===== config.mk =====
export PLATFORM = sky130hd
export DESIGN_NAME = mxadc_sequencer
export DESIGN_NICKNAME = d
export VERILOG_FILES = /design/src/logic/mxadc_sar.v /design/src/logic/mxadc_sequencer.v /design/src/logic/mxadc_sync.v
export VERILOG_INCLUDE_DIRS = /design/src /design/src/logic
export SDC_FILE = /design/constraint.sdc
export NUM_CORES = 1
export LEC_CHECK = 0
export BUFFER_PORTS_ARGS = -buffer_cell sky130_fd_sc_hd__buf_4
export CORE_MARGIN = 3
export CORE_UTILIZATION = 40
export CTS_BUF_LIST = sky130_fd_sc_hd__clkbuf_8
export DETAILED_ROUTE_END_ITERATION = 6
export GPL_TIMING_DRIVEN = 1
export PLACE_DENSITY = 0.69
export SYNTH_ARGS = -nofsm -noshare
export SYNTH_HDL_FRONTEND = slang
export SYNTH_HIERARCHICAL = 1
export SYNTH_SLANG_ARGS = --single-unit

===== constraint.sdc =====
create_clock -name ref_clk -period 2.82 [get_ports ref_clk]
set_input_delay 0.141 -clock ref_clk [delete_from_list [all_inputs] [get_ports ref_clk]]
set_output_delay 0.141 -clock ref_clk [all_outputs]
set_load 0.1 [all_outputs]

===== src/logic/mxadc_regs.vh =====
`ifndef MXADC_REGS_VH
`define MXADC_REGS_VH

// ****************************************
// clock and delay timing
// ****************************************
`define MXADC_CLK_MHZ 125
`define MXADC_TURN_OFF_DELAY_NS 200
`define MXADC_TON_NS 400
// least delays, rounded up to whole ref_clk cycles
`define MXADC_TURN_OFF_DELAY_CYC ((`MXADC_TURN_OFF_DELAY_NS * `MXADC_CLK_MHZ + 999) / 1000)
`define MXADC_TON_CYC ((`MXADC_TON_NS * `MXADC_CLK_MHZ + 999) / 1000)

// ****************************************
// command word layout
// ****************************************
`define MXADC_CMD_BITS 4
`define MXADC_CMD_EN_BIT 3
`define MXADC_CMD_ADDR_MSB 2
`define MXADC_CMD_ADDR_LSB 0
`define MXADC_CMD_RESET 4'h0
`define MXADC_NUM_CH 8
`define MXADC_CH_OFF 8'h00

// ****************************************
// conversion sequence counts
// ****************************************
`define MXADC_RES_BITS 12
`define MXADC_CONV_CYCLES 12
`define MXADC_HOLD_EDGE 2
`define MXADC_DRIVE_EDGE_MAX 6
`define MXADC_SAR_FIRST 12'h800
`define MXADC_CODE_RESET 12'h000
// pin synchroniser reset levels {comp, data, conv select, sel select, sclk}: selects rest high
`define MXADC_PIN_RESET 5'h06

`endif


===== src/logic/mxadc_sar.v =====
`include "mxadc_regs.vh"

// ****************************************
// successive approximation register
// ****************************************
module mxadc_sar (
   // clock and reset
   input wire ref_clk,
   input wire sys_rst,
   // sequence control
   input wire start,
   input wire step,
   input wire abort,
   // comparator answer: held input at or above trial code
   input wire comp_hi,
   // trial code to the capacitor array, final result
   output reg [11:0] code_q,
   output reg done_q
);
   reg [3:0] idx_q;
   reg busy_q;

   always @(posedge ref_clk) begin
      if (sys_rst || abort) begin
         code_q <= `MXADC_CODE_RESET;
         idx_q <= 4'hb;
         busy_q <= 1'b0;
         done_q <= 1'b0;
      end else begin
         done_q <= 1'b0;
         if (start) begin
            code_q <= `MXADC_SAR_FIRST;
            idx_q <= 4'hb;
            busy_q <= 1'b1;
         end else if (step && busy_q) begin
            // plain binary weights give unipolar straight-binary codes
            code_q[idx_q] <= comp_hi;
            if (idx_q != 4'h0) begin
               code_q[idx_q - 4'h1] <= 1'b1;
               idx_q <= idx_q - 4'h1;
            end else begin
               busy_q <= 1'b0;
               done_q <= 1'b1;
            end
         end
      end
   end
endmodule


===== src/logic/mxadc_sequencer.v =====
// Behaviour
// - selector high shifts data on rising clock
// - enable bit set connects channel after turn-on
// - enable bit clear turns all channels off
// - three address bits, bit2 first, pick channel
// - result codes are unipolar straight binary
// - drive shared wire by sixth falling edge
// - selector and converter selects act independently
// - channel stays connected across converter-only pulses
// - power down converter when conversion ends
// - converter fully off while its select high
// - sample from turn-on until second falling edge
// - second falling edge enters hold, starts conversion
// - conversion lasts exactly twelve clock cycles
// - launch on falling edge, capture on rising
// - keep last four bits before select falls
// - one null bit precedes the result
// - converter select high powers down, releases output
`include "mxadc_regs.vh"

module mxadc_sequencer (
   // clock and reset
   input wire ref_clk,
   input wire sys_rst,
   // serial pins from the host
   input wire sclk,
   input wire selector_chip_select,
   input wire converter_chip_select,
   input wire data_in,
   // shared data wire, output side
   output reg data_out_q,
   output reg data_out_en_q,
   // analog selector switches
   output reg [7:0] channel_enable_q,
   // converter analog control
   input wire comp_hi,
   output reg sampling_q,
   output reg holding_q,
   output reg converter_power_q,
   output wire [11:0] dac_code,
   // result for local observation
   output reg [11:0] result_q,
   output reg result_valid_q
);
   // ****************************************
   // constants
   // ****************************************
   localparam [15:0] TURN_OFF_DELAY_CYC = `MXADC_TURN_OFF_DELAY_CYC;
   localparam [15:0] TON_CYC = `MXADC_TON_CYC;
   localparam [4:0] HOLD_CNT = `MXADC_HOLD_EDGE - 1;
   localparam [4:0] LAST_CNT = `MXADC_HOLD_EDGE - 1 + `MXADC_CONV_CYCLES;
   localparam [3:0] NUM_CH = `MXADC_NUM_CH;

   // selector states
   localparam [3:0] S_LOAD = 4'h1;
   localparam [3:0] S_OFFWAIT = 4'h2;
   localparam [3:0] S_ONWAIT = 4'h4;
   localparam [3:0] S_KEEP = 4'h8;

   // converter states
   localparam [3:0] C_IDLE = 4'h1;
   localparam [3:0] C_SAMPLE = 4'h2;
   localparam [3:0] C_CONV = 4'h4;
   localparam [3:0] C_TAIL = 4'h8;

   // ****************************************
   // address decode
   // ****************************************
   function [7:0] chan_decode;
      input en;
      input [2:0] addr;
      begin
         chan_decode = `MXADC_CH_OFF;
         // addresses beyond the fitted channel count leave all off
         if (en && ({1'b0, addr} < NUM_CH)) begin
            chan_decode[addr] = 1'b1;
         end
      end
   endfunction

   // ****************************************
   // pin synchronisers and edge detect
   // ****************************************
   wire [4:0] pins_s;
   wire sclk_s;
   wire sel_cs_s;
   wire conv_cs_s;
   wire din_s;
   wire comp_s;
   reg sclk_prev_q;
   reg sel_cs_prev_q;
   reg conv_cs_prev_q;

   mxadc_sync #(
      .WIDTH(5),
      .RST_VAL(`MXADC_PIN_RESET)
   ) u_sync (
      .ref_clk(ref_clk),
      .sys_rst(sys_rst),
      .async_in({comp_hi, data_in, converter_chip_select, selector_chip_select, sclk}),
      .sync_out(pins_s)
   );

   assign sclk_s = pins_s[0];
   assign sel_cs_s = pins_s[1];
   assign conv_cs_s = pins_s[2];
   assign din_s = pins_s[3];
   assign comp_s = pins_s[4];

   always @(posedge ref_clk) begin
      if (sys_rst) begin
         sclk_prev_q <= 1'b0;
         sel_cs_prev_q <= 1'b1;
         conv_cs_prev_q <= 1'b1;
      end else begin
         sclk_prev_q <= sclk_s;
         sel_cs_prev_q <= sel_cs_s;
         conv_cs_prev_q <= conv_cs_s;
      end
   end

   // capture on rising, launch on falling
   wire sclk_rise = sclk_s & ~sclk_prev_q;
   wire sclk_fall = ~sclk_s & sclk_prev_q;
   wire sel_cs_fall = ~sel_cs_s & sel_cs_prev_q;
   wire conv_cs_fall = ~conv_cs_s & conv_cs_prev_q;

   // ****************************************
   // channel selector
   // ****************************************
   reg [3:0] sel_state_q;
   reg [3:0] sel_state_d;
   reg [3:0] cmd_q;
   reg [3:0] cmd_d;
   reg [15:0] sel_tmr_q;
   reg [15:0] sel_tmr_d;
   reg [7:0] chan_d;

   // the selector has its own select, so it ignores the converter select
   always @* begin
      sel_state_d = sel_state_q;
      cmd_d = cmd_q;
      sel_tmr_d = sel_tmr_q;
      chan_d = channel_enable_q;
      if (sel_cs_s && sclk_rise) begin
         // older bits fall off the top, so the last four win
         cmd_d = {cmd_q[2:0], din_s};
      end
      case (sel_state_q)
         S_LOAD: begin
            if (sel_cs_fall) begin
               sel_state_d = S_OFFWAIT;
               sel_tmr_d = 16'h0001;
            end
         end
         S_OFFWAIT: begin
            sel_tmr_d = sel_tmr_q + 16'h0001;
            if (sel_tmr_q >= TURN_OFF_DELAY_CYC) begin
               // break before make: everything opens first
               chan_d = `MXADC_CH_OFF;
               sel_state_d = cmd_q[`MXADC_CMD_EN_BIT] ? S_ONWAIT : S_KEEP;
            end
         end
         S_ONWAIT: begin
            sel_tmr_d = sel_tmr_q + 16'h0001;
            if (sel_tmr_q >= TON_CYC) begin
               chan_d = chan_decode(cmd_q[`MXADC_CMD_EN_BIT],
                  cmd_q[`MXADC_CMD_ADDR_MSB:`MXADC_CMD_ADDR_LSB]);
               sel_state_d = S_KEEP;
            end
         end
         S_KEEP: begin
            // channel held until the next fall, whatever the converter does
            sel_tmr_d = 16'h0000;
         end
         default: begin
            sel_state_d = S_LOAD;
         end
      endcase
      if (sel_cs_s) begin
         sel_state_d = S_LOAD;
      end
   end

   always @(posedge ref_clk) begin
      if (sys_rst) begin
         sel_state_q <= S_LOAD;
         cmd_q <= `MXADC_CMD_RESET;
         sel_tmr_q <= 16'h0000;
         channel_enable_q <= `MXADC_CH_OFF;
      end else begin
         sel_state_q <= sel_state_d;
         cmd_q <= cmd_d;
         sel_tmr_q <= sel_tmr_d;
         channel_enable_q <= chan_d;
      end
   end

   // ****************************************
   // converter sequencer
   // ****************************************
   reg [3:0] conv_state_q;
   reg [3:0] conv_state_d;
   reg [4:0] fall_cnt_q;
   reg [4:0] fall_cnt_d;
   reg [15:0] conv_tmr_q;
   reg [15:0] conv_tmr_d;
   reg [11:0] tail_q;
   reg [11:0] tail_d;
   reg dout_d;
   reg dout_en_d;
   reg sampling_d;
   reg holding_d;
   reg power_d;
   reg sar_start;
   reg sar_step;
   wire [11:0] sar_code;
   wire sar_done;

   mxadc_sar u_sar (
      .ref_clk(ref_clk),
      .sys_rst(sys_rst),
      .start(sar_start),
      .step(sar_step),
      .abort(conv_cs_s),
      .comp_hi(comp_s),
      .code_q(sar_code),
      .done_q(sar_done)
   );

   assign dac_code = sar_code;

   always @* begin
      conv_state_d = conv_state_q;
      fall_cnt_d = fall_cnt_q;
      conv_tmr_d = conv_tmr_q;
      tail_d = tail_q;
      dout_d = data_out_q;
      dout_en_d = data_out_en_q;
      sampling_d = sampling_q;
      holding_d = holding_q;
      power_d = converter_power_q;
      sar_start = 1'b0;
      sar_step = 1'b0;
      if (sclk_fall && fall_cnt_q != 5'h1f) begin
         fall_cnt_d = fall_cnt_q + 5'h01;
      end
      case (conv_state_q)
         C_IDLE: begin
            if (conv_cs_fall) begin
               conv_state_d = C_SAMPLE;
               fall_cnt_d = 5'h00;
               conv_tmr_d = 16'h0001;
               power_d = 1'b1;
            end
         end
         C_SAMPLE: begin
            conv_tmr_d = (conv_tmr_q == 16'hffff) ? conv_tmr_q : conv_tmr_q + 16'h0001;
            if (conv_tmr_q >= TON_CYC) begin
               sampling_d = 1'b1;
            end
            if (sclk_fall && fall_cnt_q == HOLD_CNT) begin
               // hold, start, and take the wire with a null bit
               sampling_d = 1'b0;
               holding_d = 1'b1;
               sar_start = 1'b1;
               dout_en_d = 1'b1;
               dout_d = 1'b0;
               conv_state_d = C_CONV;
            end
         end
         C_CONV: begin
            if (sclk_fall) begin
               sar_step = 1'b1;
               // each bit leaves as soon as the comparator decides it
               dout_d = comp_s;
               if (fall_cnt_q == LAST_CNT) begin
                  // twelve falling edges after hold the last bit is known
                  conv_state_d = C_TAIL;
                  power_d = 1'b0;
                  holding_d = 1'b0;
                  tail_d = {1'b0, sar_code[11:1]};
               end
            end
         end
         C_TAIL: begin
            if (sclk_fall) begin
               // lsb-first replay, then zeros once the copy empties
               dout_d = tail_q[0];
               tail_d = {1'b0, tail_q[11:1]};
            end
         end
         default: begin
            conv_state_d = C_IDLE;
         end
      endcase
      if (conv_cs_s) begin
         // select high is a reset for the converter side
         conv_state_d = C_IDLE;
         power_d = 1'b0;
         dout_en_d = 1'b0;
         dout_d = 1'b0;
         sampling_d = 1'b0;
         holding_d = 1'b0;
         conv_tmr_d = 16'h0000;
      end
   end

   always @(posedge ref_clk) begin
      if (sys_rst) begin
         conv_state_q <= C_IDLE;
         fall_cnt_q <= 5'h00;
         conv_tmr_q <= 16'h0000;
         tail_q <= `MXADC_CODE_RESET;
         data_out_q <= 1'b0;
         data_out_en_q <= 1'b0;
         sampling_q <= 1'b0;
         holding_q <= 1'b0;
         converter_power_q <= 1'b0;
      end else begin
         conv_state_q <= conv_state_d;
         fall_cnt_q <= fall_cnt_d;
         conv_tmr_q <= conv_tmr_d;
         tail_q <= tail_d;
         data_out_q <= dout_d;
         data_out_en_q <= dout_en_d;
         sampling_q <= sampling_d;
         holding_q <= holding_d;
         converter_power_q <= power_d;
      end
   end

   // ****************************************
   // result capture
   // ****************************************
   // the sar finishes one ref_clk after the last step, so capture then
   always @(posedge ref_clk) begin
      if (sys_rst) begin
         result_q <= `MXADC_CODE_RESET;
         result_valid_q <= 1'b0;
      end else begin
         result_valid_q <= sar_done;
         if (sar_done) begin
            result_q <= sar_code;
         end
      end
   end
endmodule


===== src/logic/mxadc_sync.v =====
// ****************************************
// two-stage synchroniser for pin inputs
// ****************************************
module mxadc_sync #(
   parameter WIDTH = 5,
   // idle level of each pin, so that no false edge follows reset release
   parameter [WIDTH-1:0] RST_VAL = {WIDTH{1'b0}}
) (
   // clock and reset
   input wire ref_clk,
   input wire sys_rst,
   // asynchronous pins in, synchronised levels out
   input wire [WIDTH-1:0] async_in,
   output wire [WIDTH-1:0] sync_out
);
   genvar i;
   generate
      for (i = 0; i < WIDTH; i = i + 1) begin : g_bit
         reg meta_q;
         reg stable_q;
         // the first stage feeds only the second stage
         always @(posedge ref_clk) begin
            if (sys_rst) begin
               meta_q <= RST_VAL[i];
               stable_q <= RST_VAL[i];
            end else begin
               meta_q <= async_in[i];
               stable_q <= meta_q;
            end
         end
         assign sync_out[i] = stable_q;
      end
   endgenerate
endmodule

* Word-level counts from Yosys, hierarchy flattened
Cells that the tools add are included.
** Operators by class
- Reductions and logical operators :: 36
- Bitwise gates (word level) :: 12
- Add/sub/neg operators :: 4
- Magnitude comparators :: 9
- Equality and inequality tests :: 22
- Mux-type cells :: 56
** Operator list (number)
- two-way mux 12 bit :: 6
- two-way mux 16 bit :: 3
- case mux 16 bit (3 select lines) :: 1
- adder 16 x 1 -> 16 bit (second input constant) :: 2
- greater-or-equal comparator 16 x 6 -> 1 bit (second input constant) :: 2
- two-way mux 4 bit :: 8
- case mux 16 bit (2 select lines) :: 1
- case mux 4 bit (4 select lines) :: 2
- two-way mux 8 bit :: 3
- case mux 12 bit (2 select lines) :: 1
- two-way mux 1 bit :: 20
- != test 2 bit (second input constant) :: 10
- AND reduction 4 bit :: 5
- == test 16 bit (second input constant) :: 1
- greater-or-equal comparator 16 x 5 -> 1 bit (second input constant) :: 1
- case mux 8 bit (2 select lines) :: 1
- two-way mux 5 bit :: 3
- nonzero test 2 bit :: 7
- bitwise mux 12 bit :: 1
- bitwise OR 12 bit :: 1
- less-than comparator 4 x 5 -> 1 bit (second input constant) :: 2
- AND reduction 2 bit :: 5
- demux 1 bit (select 4 bit) :: 2
- == test 4 x 1 -> 1 bit (second input constant) :: 2
- other kinds (24) :: 49
** Storage, ports and cells
- Bits in registers :: 118
- Output and inout port bits :: 38
- Word-level logic and storage cells :: 172
- Input bits :: 7

* Longest topological paths before layout
- Depth after elaboration :: 9
- Depth in mapped cells :: 9
- Mapped depth without buffers :: 8

* Hierarchy
Netlist, hierarchy kept.
** Modules (own cells, without submodules)
- mxadc_sequencer :: cells an instance 442, seq. area each 1781.7 sq um, times used 1, area an instance 4043.9 sq um
- mxadc_sar :: cells an instance 139, seq. area each 360.3 sq um, times used 1, area an instance 1174.9 sq um
- mxadc_sync :: cells an instance 25, seq. area each 200.2 sq um, times used 1, area an instance 300.3 sq um

* Worst setup path before layout
Ideal clock, no wire load.
- Path type :: register to register
- Start point :: register u_sync.g_bit[0].stable_q
- End point :: register u_sar.code_q[11]
- Path buffers :: 2
- Clock period less this slack :: 2.005 ns
- Arrival :: 1.902 ns
- Path slack :: 0.815 ns
- Required time :: 2.717 ns
- Cell stages (with the launch flop) :: 8
- Library setup time :: 0.103 ns
- Cells stage by stage :: dfxtp_1 buf_4 nand2b_1 clkbuf_1 or4_4 nor2_1 a2111oi_1 a2111oi_2
** Between the ends
- Longest elaborated chain between the ends :: 6
- Elaborated cells on any way between the ends :: 10
- Those cells by class :: mux (5); bitwise (2); reduce/logical (3)
** RTL lines
- from (decl) :: line mxadc_sync.v:20 : reg stable_q;
- from (signal assigned) :: line mxadc_sync.v:25 : stable_q <= RST_VAL[i];
- from (signal assigned) :: line mxadc_sync.v:28 : stable_q <= meta_q;
- inverter 1 bit * :: line mxadc_sequencer.v:124 : wire sclk_fall = ~sclk_s & sclk_prev_q;
- bitwise AND 1 bit * :: line mxadc_sequencer.v:124
- logical AND 1 bit * :: line mxadc_sequencer.v:262 : if (sclk_fall && fall_cnt_q == HOLD_CNT) begin
- two-way mux 1 bit * :: line mxadc_sequencer.v:262
- two-way mux 1 bit * :: line mxadc_sequencer.v:248 : case (conv_state_q)
- named net sar_start :: line mxadc_sequencer.v:215 : reg sar_start;
- two-way mux 12 bit / nonzero test 2 bit (equally long branches)
- to (signal assigned) :: line mxadc_sar.v:25 : code_q <= `MXADC_CODE_RESET;
- to (signal assigned) :: line mxadc_sar.v:32 : code_q <= `MXADC_SAR_FIRST;
- to (signal, indexed assignment) :: line mxadc_sar.v:37 : code_q[idx_q] <= comp_hi;
- to (decl) :: line mxadc_sar.v:17 : output reg [11:0] code_q,
The timed path passes the listed nets; every way through them passes the cells marked *.
A chain may end at the register's enable or synchronous reset.

* Worst setup path after layout
- Start point :: register conv_state_q[2]
- End point :: register u_sar.idx_q[3]
** Between the ends
- Longest elaborated chain between the ends :: 4
- Elaborated cells on any way between the ends :: 7
- Those cells by class :: eq/ne (2); mux (2); reduce/logical (3)
** RTL lines
- from (decl) :: line mxadc_sequencer.v:202 : reg [3:0] conv_state_q;
- from (signal assigned) :: line mxadc_sequencer.v:321 : conv_state_q <= conv_state_d;
- == test 4 x 3 -> 1 bit :: line mxadc_sequencer.v:248
- two-way mux 1 bit :: line mxadc_sequencer.v:248
- named net sar_step :: line mxadc_sequencer.v:216 : reg sar_step;
- logical AND 1 bit :: line mxadc_sar.v:35 : end else if (step && busy_q) begin
- AND reduction 2 bit (no line)
- to (signal assigned) :: line mxadc_sar.v:40 : idx_q <= idx_q - 4'h1;
- to (decl) :: line mxadc_sar.v:20 : reg [3:0] idx_q;
The timed path passes the listed nets, and every way through them passes these cells.

==> metrics.txt <==
Setup Crit Path Kind reg -> reg; core box area 0.01335 mm2; worst min path class in -> reg; Chip Width 123.5 um; CTS tree done; Pleak 2.232 nW; clock power share 45.5%; DRT Wirelength 12480 um; worst-path cell chain or4b_4 -> nor2_1 -> nand2_1 -> nor4_1 -> mux2i_1 -> nand2_1; status completed; critical path's largest stage delay 0.54 ns; top post-synthesis cells by area dfxtp_1 42%, nor2_1 4.5%, mux2i_1 4.2%, ha_1 3.6%, a21oi_1 2.8%; Max-slew headroom 41.35%; Reg power frac 52.3%; Initial DRC Count 303; fmax 467.0 MHz; Gate power share 2.2%; Layout area overhead 14.94%; CTS Buf Count 17; Hold Path Cell Cnt 2; EDFF count, synth 0; CTS sink count 117; Least-Margin Pin Slew 0.8797 ns; total area of sequential cells 0.002342 mm2; R2R setup slack 0.68 ns; internal power 2.450 mW; Ports 45; hold path start sys_rst; hold endpoint u_sync/g_bit[4].stable_q; sum of negative setup slack 0 ns; Max Fanout on Critical Path 8; Final HPWL DP 8443 um; CP endpoint kind flop; Max Clock Skew 0.009565 ns; GPL Wtd Cong 0.8926; RSZ-0062 raised after global routing no; initial antenna violation count 0; Syn Std Cell Area 0.005519 mm2; routed length per instance 14.99 um; Max IR drop VDD 0.0003052 V; First-pass DRT Iterations 6; Total Routing Usage GR 17.05%; total chip power 3.193 mW; sequential area share after synthesis 42.44%; FF-to-FF Start conv_state_q[2]; Remaining DRCs 0; Final Max Slew Viols 0; Avg Cell Area, Syn 9.107 um2; I/O Buffers 44; max-cap violation count 0; Synth Warn # 6; clk_lat worst skew 0.44 ns; Detail Route Antenna Nets 0; reg-to-reg endpoint u_sar/idx_q[3]; Antenna diodes 0; clock-pin slew of the registers on the worst-case setup and hold paths 0.07 ns; Initial Utilization 41.35%; WP data required 3.15 ns; Via Count 4709; pin count of the biggest net entering global routing 49; largest area contributor in the netlist dfxtp_1; Final setup viols 0; fin crit share 75.93%; slowest CP cell or4b_4; Switching Fraction 23.27%; Synth Instances 606; unique cell type count in the Yosys netlist 72; Psw 0.7429 mW; # rows 42; CP Launch Type flop; total grt overflow 0; Die H 123.5 um; Post-synth ARST share 0%; Filler cells 1306; number of global-route vias before repair 4454; Mapped Nets 629; CP Data Arrival Time 2.47 ns; die area 0.01524 mm2; Power Density 503.3 mW/mm2; count of final hold-check violations 0; clock buffer depth 2; Main synth FF type dfxtp_1; Vias/cell 5.653; H-tree depth 4; CP most frequent cell nand2_1; Period minus WS final 2.141 ns; global-route wire length before repair 20890 um; layout cells sized above 1 15.22%; worst setup path start conv_state_q[2]; Synth top area share 42.44%; area of the multi-input gates 0.002923 mm2; Synth Register Bits 117; root cell of the clock tree clkbuf_8; final net count 667; R2R depth 6
flip-flops by register name, indices dropped and copies added, names as in the netlist, 4 cells and up:
| signal | count |
|---|---|
| conv_state_q | 4 |
| channel_enable_q | 8 |
| result_q | 12 |
| u_sync/g_bit.stable_q | 5 |
| sel_tmr_q | 16 |
| sel_state_q | 4 |
| fall_cnt_q | 5 |
| u_sar/code_q | 12 |
| u_sar/idx_q | 4 |
| tail_q | 11 |
| cmd_q | 4 |
| u_sync/g_bit.meta_q | 5 |
| conv_tmr_q | 16 |
layout by cell type (no fill, tap or decap), types with 5 or more instances in the layout:
master	count
or4_1	12
a22o_1	6
a21oi_1	31
o31ai_1	12
inv_1	16
dlygate4sd3_1	5
ha_1	16
clkbuf_8	20
nor2_1	66
or3_1	10
nand3b_1	7
o21ai_0	22
a222oi_1	10
nand2b_1	7
nor4_1	10
nand4_1	12
buf_4	49
nand2_1	39
nand3_1	16
nor3_1	12
mux2i_1	23
xnor2_1	17
nor2b_1	16
a31oi_1	12
a32oi_1	5
a211oi_1	6
dfxtp_1	117
kinds of logic (layout without fill, tap and decap cells):
group | after synthesis | after routing | synth area share [%]
AO/OA/AOI/OAI | 135 | 135 | 17.50
XOR/XNOR | 20 | 20 | 3.174
adder cells (fa/ha/maj) | 16 | 16 | 3.627
buffers and inverters | 51 | 102 | 4.602
flip-flops | 117 | 117 | 42.44
multiplexers | 24 | 24 | 4.375
AND/OR/NAND/NOR | 243 | 243 | 24.28
power groups by stage:
stage | clock network, mW | registers, mW | logic, mW
global placement | 0 | 1.71 | 0.0629
floorplan | 0 | 1.70 | 0.0518
CTS | 1.49 | 1.67 | 0.0719
detailed placement | 0 | 1.71 | 0.0660
global route | 1.56 | 1.67 | 0.0800
finish | 1.45 | 1.67 | 0.0710
worst max path at each step:
stage | endpoint | slack (ns) | cells after the start
final | u_sar/idx_q[3] | 0.68 | 6
after global routing | u_sar/code_q[11] | 0.49 | 5
after CTS | channel_enable_q[2] | 0.67 | 7
after detailed placement | u_sar/idx_q[3] | 0.70 | 6
after global placement | u_sar/idx_q[3] | 0.75 | 6
after floorplan | u_sar/code_q[11] | 0.81 | 7
what timing repair did:
item / in CTS / in global routing
endpoints found under the setup margin: 0 / 0
gates resized for setup: 0 / 0
hold endpoints to repair: 5 / 0
hold buffers: 5 / 0
setup buffers: 0 / 0
metal layers:
layer / part of all wire (%) / wire, um / global-route usage, %
met2: 48 / 5935 / 27.32
met1: 46 / 5710 / 21.92
met3: 5.2 / 645 / 4.300
met4: 1.5 / 191 / 6.990
met5: 0 / 0 / 0
cells in the mapped netlist, drive strengths merged, types with 5 or more instances:
library cell,number
nand2b,7
o21ai,23
nor2,67
a31oi,12
nand3b,7
nand2,41
nor3,12
ha,16
a222oi,10
xnor2,17
or2,6
o31ai,12
mux2i,23
a22o,6
a32oi,5
or4,13
a211oi,6
buf,18
dfxtp,117
or3,11
nor4,11
nand3,16
nor2b,17
a21oi,31
inv,16
nand4,12
clkbuf,17
stage by stage:
stage               worst slack [ns]  hold slack [ns]  area [um2]  utilization (%)  instances
floorplan                     0.8147           0.2126        5519                -        606
global placement              0.7485           0.3211        5913            44.30        796
detailed placement            0.7015           0.3294        5913            44.30        796
CTS                           0.6725           0.1300        6344            47.53        833
global route                  0.4861           0.1626        6344            47.53        833
finish                        0.6787           0.1466        6344            47.53        833
area by class of cell:
type                       count  area share (%)
clock buffer                  20           4.339
clock inverter                12           1.657
inverter                      16          0.9467
multi-input combinational    438           46.07
sequential                   117           36.92
tap                          176           3.471
timing repair buffer          54           6.588
critical path: cells and delay by family (launching register included):
family        cells  cell delay [ns]
simple gates      5             1.31
flops             1             0.50
mux               1             0.22
Note: power is estimated with default switching activity, not from simulation.
